`config.mk`:
```
export PLATFORM = sky130hd
export DESIGN_NAME = smhlc_top
export DESIGN_NICKNAME = d
export VERILOG_FILES = /design/src/common/smhlc_pkg.sv /design/src/core/smhlc_top.sv
export SDC_FILE = /design/constraint.sdc
export NUM_CORES = 1
export LEC_CHECK = 0
export ABC_AREA = 1
export BUFFER_PORTS_ARGS = -buffer_cell sky130_fd_sc_hd__clkbuf_2
export CORE_ASPECT_RATIO = 0.8
export CORE_MARGIN = 4
export CORE_UTILIZATION = 54
export DETAILED_ROUTE_END_ITERATION = 12
export PLACE_DENSITY = 0.8
export SKIP_CTS_REPAIR_TIMING = 1
export SLEW_MARGIN = 15
export SYNTH_ARGS = -nofsm -noshare
export SYNTH_HDL_FRONTEND = slang
export SYNTH_SLANG_ARGS = --single-unit
```
`constraint.sdc`:
```
create_clock -name clk_sys -period 1.86 [get_ports clk_sys]
set_input_delay 0.372 -clock clk_sys [delete_from_list [all_inputs] [get_ports clk_sys]]
set_output_delay 0.372 -clock clk_sys [all_outputs]
set_load 0.01 [all_outputs]
```
`src/common/smhlc_pkg.sv`:
```
package smhlc_pkg;
  // ==========================================================================
  // Timing
  localparam int unsigned CLK_HZ = 20_000_000;
  localparam int unsigned CLK_PERIOD_NS = 50;
  localparam int unsigned TICK_HZ = 2;
  localparam int unsigned TICK_CYC = CLK_HZ / TICK_HZ;
  localparam int unsigned SAMPLE_TIME_NS = 122_000;
  localparam int unsigned SAMPLE_CYC = (SAMPLE_TIME_NS + CLK_PERIOD_NS - 1) / CLK_PERIOD_NS;
  localparam int unsigned PRESC_W = 24;
  localparam int unsigned SAMPLE_W = 12;
  // ==========================================================================
  // Register map
  localparam logic [11:0] CTRL_INDEX = 12'h00fa;
  localparam logic [11:0] CTRL_ADDR = 12'(CTRL_INDEX * 4);
  localparam logic [11:0] IRQ_STAT_ADDR = 12'h0000;
  localparam logic [11:0] IRQ_CLR_ADDR = 12'h0004;
  localparam logic [11:0] IRQ_EN_ADDR = 12'h0008;
  localparam logic [3:0] CTRL_RESET = 4'h0;
  localparam logic [2:0] IRQ_RESET = 3'h0;
  localparam int unsigned MODE_SEL_BIT = 3;
  localparam int unsigned LOW_RESULT_BIT = 1;
  localparam int unsigned DETECT_EN_BIT = 0;
  localparam int unsigned EV_DONE_BIT = 0;
  localparam int unsigned EV_LOW_BIT = 1;
  localparam int unsigned EV_AUTO_BIT = 2;
  // ==========================================================================
  // Types
  typedef struct packed {
    logic heavy_load_mode_select;
    logic zero;
    logic supply_low_result;
    logic supply_detect_enable;
  } smhlc_ctrl_t;

  typedef struct packed {
    logic write;
    logic [11:0] addr;
  } smhlc_aphase_t;

  typedef enum logic {
    SMHLC_IDLE,
    SMHLC_SAMPLE
  } smhlc_state_t;
endpackage : smhlc_pkg

```
`src/core/smhlc_top.sv`:
```
`timescale 1ns/1ps
`default_nettype none
module smhlc_top
  import smhlc_pkg::*;
#(
  parameter bit LOW_VOLTAGE_VARIANT = 1'b1,
  parameter int unsigned PRESC_CYC = TICK_CYC
) (
  // Clock and reset
  input wire logic clk_sys,
  input wire logic reset_n,
  // AHB-Lite slave
  input wire logic hsel,
  input wire logic [11:0] haddr,
  input wire logic [1:0] htrans,
  input wire logic hwrite,
  input wire logic [2:0] hsize,
  input wire logic [31:0] hwdata,
  input wire logic hready,
  output logic hreadyout,
  output logic hresp,
  output logic [31:0] hrdata,
  // Analog monitor
  input wire logic supply_low_raw,
  output logic supply_monitor_enable,
  // Power control
  output logic heavy_load_active,
  output logic lcd_doubled_supply_select,
  // Interrupt
  output logic irq
);

  // ==========================================================================
  // Decode
  function automatic logic addr_hit(input logic [11:0] a, input logic [11:0] off);
    addr_hit = (a[11:2] == off[11:2]);
  endfunction : addr_hit

  // ==========================================================================
  // Bus slave
  smhlc_aphase_t aph_ff;
  logic aph_valid_ff;
  logic hreadyout_ff;
  logic hresp_ff;
  logic [31:0] hrdata_ff;
  logic take;
  logic wr_ctrl;
  logic wr_clr;
  logic wr_en;
  smhlc_ctrl_t ctrl_ff;
  logic [2:0] irq_stat_ff;
  logic [2:0] irq_en_ff;
  logic irq_ff;

  // Only whole-word transfers are taken; a narrower one is ignored rather than half-applied
  assign take = hsel & hready & htrans[1] & (hsize == 3'h2);
  assign wr_ctrl = aph_valid_ff & aph_ff.write & addr_hit(aph_ff.addr, CTRL_ADDR);
  assign wr_clr = aph_valid_ff & aph_ff.write & addr_hit(aph_ff.addr, IRQ_CLR_ADDR);
  assign wr_en = aph_valid_ff & aph_ff.write & addr_hit(aph_ff.addr, IRQ_EN_ADDR);

  always_ff @(posedge clk_sys or negedge reset_n) begin
    if (!reset_n) begin
      aph_ff <= '0;
      aph_valid_ff <= 1'b0;
    end else begin
      aph_valid_ff <= take;
      if (take) begin
        aph_ff <= '{write: hwrite, addr: haddr};
      end
    end
  end

  // Zero wait states, always OKAY
  always_ff @(posedge clk_sys or negedge reset_n) begin
    if (!reset_n) begin
      hreadyout_ff <= 1'b0;
      hresp_ff <= 1'b0;
    end else begin
      hreadyout_ff <= 1'b1;
      hresp_ff <= 1'b0;
    end
  end

  // Read data is captured in the address phase; unmapped addresses read zero
  always_ff @(posedge clk_sys or negedge reset_n) begin
    if (!reset_n) begin
      hrdata_ff <= 32'h0000_0000;
    end else if (take && !hwrite) begin
      if (addr_hit(haddr, CTRL_ADDR)) begin
        hrdata_ff <= {28'h000_0000, ctrl_ff.heavy_load_mode_select, 1'b0,
                      ctrl_ff.supply_low_result, ctrl_ff.supply_detect_enable};
      end else if (addr_hit(haddr, IRQ_STAT_ADDR)) begin
        hrdata_ff <= {29'h0000_0000, irq_stat_ff};
      end else if (addr_hit(haddr, IRQ_EN_ADDR)) begin
        hrdata_ff <= {29'h0000_0000, irq_en_ff};
      end else begin
        hrdata_ff <= 32'h0000_0000;
      end
    end
  end

  // ==========================================================================
  // Comparator input synchroniser
  logic sync1_ff;
  logic sync2_ff;
  logic sync3_ff;
  logic cmp_low_ff;

  always_ff @(posedge clk_sys or negedge reset_n) begin
    if (!reset_n) begin
      sync1_ff <= 1'b0;
      sync2_ff <= 1'b0;
      sync3_ff <= 1'b0;
    end else begin
      sync1_ff <= supply_low_raw;
      sync2_ff <= sync1_ff;
      sync3_ff <= sync2_ff;
    end
  end

  // A level counts only once two stages agree, so one late stage cannot glitch a latched result
  always_ff @(posedge clk_sys or negedge reset_n) begin
    if (!reset_n) begin
      cmp_low_ff <= 1'b0;
    end else if (sync2_ff == sync3_ff) begin
      cmp_low_ff <= sync3_ff;
    end
  end

  // ==========================================================================
  // 2 Hz prescaler
  logic [PRESC_W-1:0] presc_ff;
  logic tick;

  assign tick = (presc_ff == PRESC_W'(PRESC_CYC - 1));

  always_ff @(posedge clk_sys or negedge reset_n) begin
    if (!reset_n) begin
      presc_ff <= '0;
    end else if (tick) begin
      presc_ff <= '0;
    end else begin
      presc_ff <= presc_ff + PRESC_W'(1);
    end
  end

  // ==========================================================================
  // Automatic sampling
  smhlc_state_t state_ff;
  logic [SAMPLE_W-1:0] samp_cnt_ff;
  logic auto_hl_ff;
  logic heavy;
  logic samp_done;
  logic oneshot_done;
  logic latch_now;

  assign heavy = ctrl_ff.heavy_load_mode_select | auto_hl_ff;
  assign samp_done = (state_ff == SMHLC_SAMPLE) && (samp_cnt_ff == '0);
  assign oneshot_done = wr_ctrl & ctrl_ff.supply_detect_enable & ~hwdata[DETECT_EN_BIT];
  assign latch_now = samp_done | oneshot_done;

  // A sample already running finishes even if the mode is left meanwhile
  always_ff @(posedge clk_sys or negedge reset_n) begin
    if (!reset_n) begin
      state_ff <= SMHLC_IDLE;
      samp_cnt_ff <= '0;
    end else begin
      unique case (state_ff)
        SMHLC_IDLE: begin
          if (heavy && tick) begin
            state_ff <= SMHLC_SAMPLE;
            samp_cnt_ff <= SAMPLE_W'(SAMPLE_CYC - 1);
          end
        end
        SMHLC_SAMPLE: begin
          if (samp_cnt_ff == '0) begin
            state_ff <= SMHLC_IDLE;
          end else begin
            samp_cnt_ff <= samp_cnt_ff - SAMPLE_W'(1);
          end
        end
      endcase
    end
  end

  // Only the low-voltage variants switch the mode on their own
  always_ff @(posedge clk_sys or negedge reset_n) begin
    if (!reset_n) begin
      auto_hl_ff <= 1'b0;
    end else if (LOW_VOLTAGE_VARIANT && latch_now) begin
      auto_hl_ff <= cmp_low_ff;
    end
  end

  // ==========================================================================
  // Control register
  always_ff @(posedge clk_sys or negedge reset_n) begin
    if (!reset_n) begin
      ctrl_ff <= smhlc_ctrl_t'(CTRL_RESET);
    end else begin
      if (wr_ctrl) begin
        ctrl_ff.heavy_load_mode_select <= hwdata[MODE_SEL_BIT];
        ctrl_ff.supply_detect_enable <= hwdata[DETECT_EN_BIT];
      end
      ctrl_ff.zero <= 1'b0;
      if (latch_now) begin
        ctrl_ff.supply_low_result <= cmp_low_ff;
      end
    end
  end

  // ==========================================================================
  // Interrupts
  logic [2:0] events;

  assign events[EV_DONE_BIT] = latch_now;
  assign events[EV_LOW_BIT] = latch_now & cmp_low_ff;
  assign events[EV_AUTO_BIT] = LOW_VOLTAGE_VARIANT & latch_now & cmp_low_ff & ~auto_hl_ff;

  // A new event in the clearing cycle survives the clear
  always_ff @(posedge clk_sys or negedge reset_n) begin
    if (!reset_n) begin
      irq_stat_ff <= IRQ_RESET;
    end else if (wr_clr) begin
      irq_stat_ff <= (irq_stat_ff & ~hwdata[2:0]) | events;
    end else begin
      irq_stat_ff <= irq_stat_ff | events;
    end
  end

  always_ff @(posedge clk_sys or negedge reset_n) begin
    if (!reset_n) begin
      irq_en_ff <= IRQ_RESET;
    end else if (wr_en) begin
      irq_en_ff <= hwdata[2:0];
    end
  end

  always_ff @(posedge clk_sys or negedge reset_n) begin
    if (!reset_n) begin
      irq_ff <= 1'b0;
    end else begin
      irq_ff <= |(irq_stat_ff & irq_en_ff);
    end
  end

  // ==========================================================================
  // Power control outputs
  logic mon_en_ff;
  logic heavy_ff;
  logic dbl_sel_ff;

  // Software detection during heavy-load mode is not blocked; the caller avoids it
  always_ff @(posedge clk_sys or negedge reset_n) begin
    if (!reset_n) begin
      mon_en_ff <= 1'b0;
    end else begin
      mon_en_ff <= ctrl_ff.supply_detect_enable | (state_ff == SMHLC_SAMPLE);
    end
  end

  always_ff @(posedge clk_sys or negedge reset_n) begin
    if (!reset_n) begin
      heavy_ff <= 1'b0;
    end else begin
      heavy_ff <= heavy;
    end
  end

  // The standard variant keeps its regulator source whatever the mode
  always_ff @(posedge clk_sys or negedge reset_n) begin
    if (!reset_n) begin
      dbl_sel_ff <= 1'b0;
    end else begin
      dbl_sel_ff <= LOW_VOLTAGE_VARIANT & heavy;
    end
  end

  assign hreadyout = hreadyout_ff;
  assign hresp = hresp_ff;
  assign hrdata = hrdata_ff;
  assign supply_monitor_enable = mon_en_ff;
  assign heavy_load_active = heavy_ff;
  assign lcd_doubled_supply_select = dbl_sel_ff;
  assign irq = irq_ff;

endmodule : smhlc_top
`default_nettype wire

```
# Yosys cells after proc, flatten, opt, wreduce, memory -nomap -nowiden
# Index checks and enable logic that the tools add are counted.
[op_classes] n_reduce_logical=8 n_eq_ne=10 n_mux=11 n_bitwise=22 add_sub_neg=2
[op_table] cell="24-bit by 1-bit adder with 24-bit output, second input constant" n=1
[op_table] cell="24-bit equality test, second input constant" n=1
[op_table] cell="12-bit two-way mux" n=2
[op_table] cell="24-bit two-way mux" n=1
[op_table] cell="12-bit one-hot mux with 2 select lines" n=1
[op_table] cell="10-bit by 2-bit equality test with 1-bit output, second input constant" n=2
[op_table] cell="10-bit by 8-bit equality test with 1-bit output, second input constant" n=2
[op_table] cell="12-bit logical NOT" n=1
[op_table] cell="12-bit by 1-bit subtractor with 12-bit output, second input constant" n=1
[op_table] cell="1-bit AND" n=11
[op_table] cell="10-bit by 1-bit equality test with 1-bit output, second input constant" n=1
[op_table] cell="10-bit logical NOT" n=1
[op_table] cell="3-bit two-way mux" n=3
[op_table] cell="3-bit AND" n=2
[op_table] cell="3-bit OR" n=2
[op_table] cell="4-bit two-way mux" n=1
[op_table] cell="2-bit != test, second input constant" n=2
[op_table] cell="3-bit by 2-bit equality test with 1-bit output, second input constant" n=1
[op_table] cell="1-bit logical AND" n=3
[op_table] cell="1-bit NOT" n=3
[op_table] cell="3-bit NOT" n=1
[op_table] cell="1-bit OR" n=3
[op_table] cell="3-bit OR reduction" n=1
[op_table] cell="1-bit two-way mux" n=2
[op_table] cell="other kinds (4)" n=4
[word_totals] output_inout_bits=38 reg_bits=100 word_cells=73 inputBits=55

# Longest topological paths before layout
[depth] word_depth=9 ltp_mapped=10 depth_no_buf=9

# Least setup slack after synthesis
# OpenSTA, ideal clock, no wires.
[synth_path] kind="register to register" from="reg presc_ff[0]" to="reg samp_cnt_ff[1]" setup_slack_ns=0.396 synth_period_minus_slack_ns=1.464 stages_incl_launch_ff=10 required_ns=1.743 path_buffers=1 arrival_ns=1.347 setup_ns=0.117 path_cell_list="dfrtp_1 ha_1 nand3_4 clkinv_4 nand2_4 nor2_4 nand4_4 buf_4 nand3_1 nand2_1"
[synth_via] elab_chain_len=4
[synth_lines] item="start, declared" line_no="smhlc_top.sv:132" rtl="logic [PRESC_W-1:0] presc_ff;"
[synth_lines] item="start signal, assigned" line_no="smhlc_top.sv:143" rtl="presc_ff <= presc_ff + PRESC_W'(1);"
[synth_lines] item="24-bit equality test" line_no="smhlc_top.sv:135" rtl="assign tick = (presc_ff == PRESC_W'(PRESC_CYC - 1));"
[synth_lines] item="1-bit logical AND" line_no="smhlc_top.sv:170" rtl="if (heavy && tick) begin"
[synth_lines] item="2-bit != test (no line)"
[synth_lines] item="2-bit AND reduction (no line)"
[synth_lines] item="end signal, assigned" line_no="smhlc_top.sv:172" rtl="samp_cnt_ff <= SAMPLE_W'(SAMPLE_CYC - 1);"
[synth_lines] item="end signal, assigned" line_no="smhlc_top.sv:179" rtl="samp_cnt_ff <= samp_cnt_ff - SAMPLE_W'(1);"
[synth_lines] item="end, declared" line_no="smhlc_top.sv:150" rtl="logic [SAMPLE_W-1:0] samp_cnt_ff;"
# Every way passes these cells.
# A chain may end at the register's enable or synchronous reset.

# Worst setup path in the final report
[layout_path] from="reg samp_cnt_ff[0]" to="reg samp_cnt_ff[1]"
[layout_via] elab_chain_len=3 word_cells_on_any_way=6 classes_between="1 x add/sub; 1 x eq/ne; 2 x mux; 2 x reduce/logical"
[layout_lines] item="12-bit by 1-bit subtractor with 12-bit output / 12-bit logical NOT (equally long branches)" line_no="smhlc_top.sv:179, smhlc_top.sv:176"
[layout_lines] item="12-bit two-way mux / 2-bit != test (equally long branches)"
[layout_lines] item="12-bit one-hot mux with 2 select lines / 2-bit AND reduction (equally long branches)"
# Parallel ways exist; a longest one is shown, timed or not. The select of a mux whose other input is x is not followed.

==> results by group <==
Outcome
  – Status: finished clean

GRT
  – Overflow after GRT: 0
  – Largest net degree at the start of global routing: 71
  – Met1 global-route usage: 0.254
  – Initial antenna violation count: 0
  – Met3 GRT Util: 0.0646
  – First-pass GRT wire length: 13600 um
  – Vias in the first global route: 2970
  – M2 GR Usage: 0.300
  – GRT Util Overall: 0.190
  – Most Crowded Layer GR: met2

Synthesis
  – Largest area contributor in the netlist: dfrtp_1
  – Top-area cell type share of the netlist area: 0.443
  – Avg Synthesized Cell Area: 7.85 um^2
  – Post-synthesis cell area: 3960 um^2
  – Synth cell types: 38
  – Synth Warn #: 0
  – Syn Inst Count: 504
  – Synth Register Bits: 70
  – Synth top area cells: dfrtp_1 (44%), nand2_1 (11%), buf_4 (6.1%)
  – Sequential share of the synthesized area: 0.443

Floorplan
  – Chip Width: 104 um
  – Chip height: 84.6 um
  – Site Rows: 27
  – Initial core utilization: 0.566
  – # IOs: 93
  – Core footprint: 6990 um^2
  – Die area: 8770 um^2

Critical path
  – Worst path cell trace: inv_1 > ha_1 > nand2_1 > nor2_1 > nand4_1 > nand2_2 > buf_4 > nand3_1 > nand2_1
  – Crit path top cell by count: nand2_1
  – Worst Path Required: 2140 ps
  – WS Path Type: reg2reg
  – CP arrival: 2030 ps
  – Slowest-stage cell, CP: dfrtp_1
  – Critical path peak fanout: 11
  – Worst stage delay on the critical path: 410 ps
  – CP endpoint kind: flop
  – Setup crit start kind: flop

Detailed routing
  – DR pass1 iterations: 5
  – Vias/cell: 5.07
  – DR WL/cell: 12.6 um
  – Antenna Nets Post-Route: 0
  – Final WL: 8010 um
  – Residual DRC count: 0
  – Initial DRC count: 266
  – Routed via count: 3228

Final layout
  – FF+latch area: 1750 um^2
  – Fill count: 597
  – Post-route cell area: 4330 um^2
  – Ant diodes: 0
  – Layout cells sized above 1: 0.160
  – Fin nets: 603
  – Area of the multi-input gates: 1790 um^2
  – Most common cell after layout, fill and taps aside: nand2_1
  – Layout area overhead: 9.55%
  – Cell Count, Final, Fillers Out: 637
  – Commonest cells after routing, fill and taps aside: nand2_1 (115), dfrtp_1 (70), inv_1 (61), nor2_1 (58), nand3_1 (44)

STA
  – Clk_skew: 11.0 ps
  – Final clock period utilization by the worst path: 0.942
  – Fin. max-slew vios: 0
  – Final setup vio count: 0
  – RSZ-0062 raised after global routing: no
  – Post-route minimum period: 1750 ps
  – Fin Hold WS: 50.2 ps
  – Final hold violations: 0
  – Top achievable clock speed: 0.571 GHz
  – Setup TNS: 0 ps

Placement
  – Cell area after placement: 4110 um^2
  – I/O Buffers: 32
  – Hpwl dp: 5880 um
  – Placed cells: 621
  – RePlAce Congestion: 0.906

Pwr
  – NetSw: 763 uW
  – Power Density: 737 nW/um^2
  – Total power: 3190 uW
  – Clock Power Share: 0.419
  – Internal: 2430 uW
  – Static Leakage: 0.00230 uW
  – Switching share of power: 0.239
  – Max IR drop VDD: 0.000459 V
  – Gate power share: 0.071
  – Reg power frac: 0.510

Hold path
  – Worst hold path type: in2async

Clock tree
  – Worst-path clk slew: 70 ps
  – H-tree depth: 3
  – CTS root buf: clkbuf_8
  – Num CTS Buffers: 9
  – Skew-Pair Late Insertion Delay: 340 ps
  – Clock sinks: 70
  – CTS tree: yes
  – Deepest clock path buffer count: 2

Job
  – Max-cap violations: 0
sequential cells by signal (all words and copies together), names as in the netlist:
register and flops:
presc_ff 24, samp_cnt_ff 12, aph_ff 11, hrdata 4, ctrl_ff 3, irq_en_ff 3, irq_stat_ff 3, aph_valid_ff 1
cmp_low_ff 1, hreadyout 1, irq 1, lcd_doubled_supply_select 1, state_ff 1, supply_monitor_enable 1, sync1_ff 1, sync2_ff 1
sync3_ff 1
path summary, 6_finish.rpt:
path	start	slack [ps]	depth (start not counted)	endpoint
min reg2reg	sync1_ff$_DFF_PN0_	380	0	sync2_ff$_DFF_PN0_
min	reset_n	50	2	aph_ff[4]$_DFFE_PN0P_
max	samp_cnt_ff[0]$_DFFE_PN0P_	110	9	samp_cnt_ff[1]$_DFFE_PN0P_
max reg2reg	samp_cnt_ff[0]$_DFFE_PN0P_	110	9	samp_cnt_ff[1]$_DFFE_PN0P_
max in group asynchronous	reset_n	1510	2	presc_ff[19]$_DFF_PN0_
min in group clk_sys	supply_low_raw	140	1	sync1_ff$_DFF_PN0_
cell type report:
class                           instances  share of cell area
Timing Repair Buffer                   38              0.0502
Clock inverter                          5              0.0191
Sequential cell                        70               0.404
Tap cell                               87              0.0251
Clock buffer                           11              0.0303
Inverter                               67              0.0592
Multi-Input combinational cell        359               0.412
critical path, delay by kind of cell, from the launching register on:
family | cells | cell delay (ps)
buf+inv | 2 | 320
fa+ha+maj | 1 | 180
flops | 1 | 410
simple gates | 6 | 780
layer usage:
metal  wire length [um]  vias to the layer above  share of wire
li1                   -                     1606              -
met1               3750                     1496           0.47
met2               3640                      118           0.45
met3                573                        8          0.072
met4                 51                        0         0.0064
met5                  0                        -              0
kinds of logic (layout without fill, tap and decap cells):
logic type               count (synthesis)  count (layout)  share of synthesized area
buffers and inverters                  103             121                      0.135
other                                    2              30                    0.00190
AO/OA/AOI/OAI                           34              34                     0.0452
AND/OR/NAND/NOR                        274             274                      0.325
flip-flops                              70              70                      0.443
adder cells (fa/ha/maj)                  4               4                     0.0120
XOR/XNOR                                17              17                     0.0376
stage by stage:
step            util  setup slack (ps)
2_1_floorplan      -               396
3_3_place_gp   0.588               187
3_5_place_dp   0.588               137
4_1_cts        0.618               123
5_1_grt        0.620              8.68
6_report       0.620               108
power by group through the flow:
stage	Sequential, uW	Clock (uW)	Combinational, uW
after global placement	1660	0	219
after detailed placement	1660	0	227
final	1630	1340	228
after CTS	1630	1380	229
after floorplan	1660	0	171
after global routing	1640	1450	265
Yosys cell counts, drive strengths merged:
master and number:
a21oi 5, a31oi 1, buf 34, clkbuf 2, clkinv 1, conb 2
dfrtp 70, ha 3, inv 66, maj3 1, nand2 129, nand3 46
nand3b 2, nand4 12, nor2 65, nor2b 1, nor3 14, nor4 2
o21a 2, o21ai 25, o31ai 1, or2 3, xnor2 6, xor2 11
(Power assumes the default switching activity.)
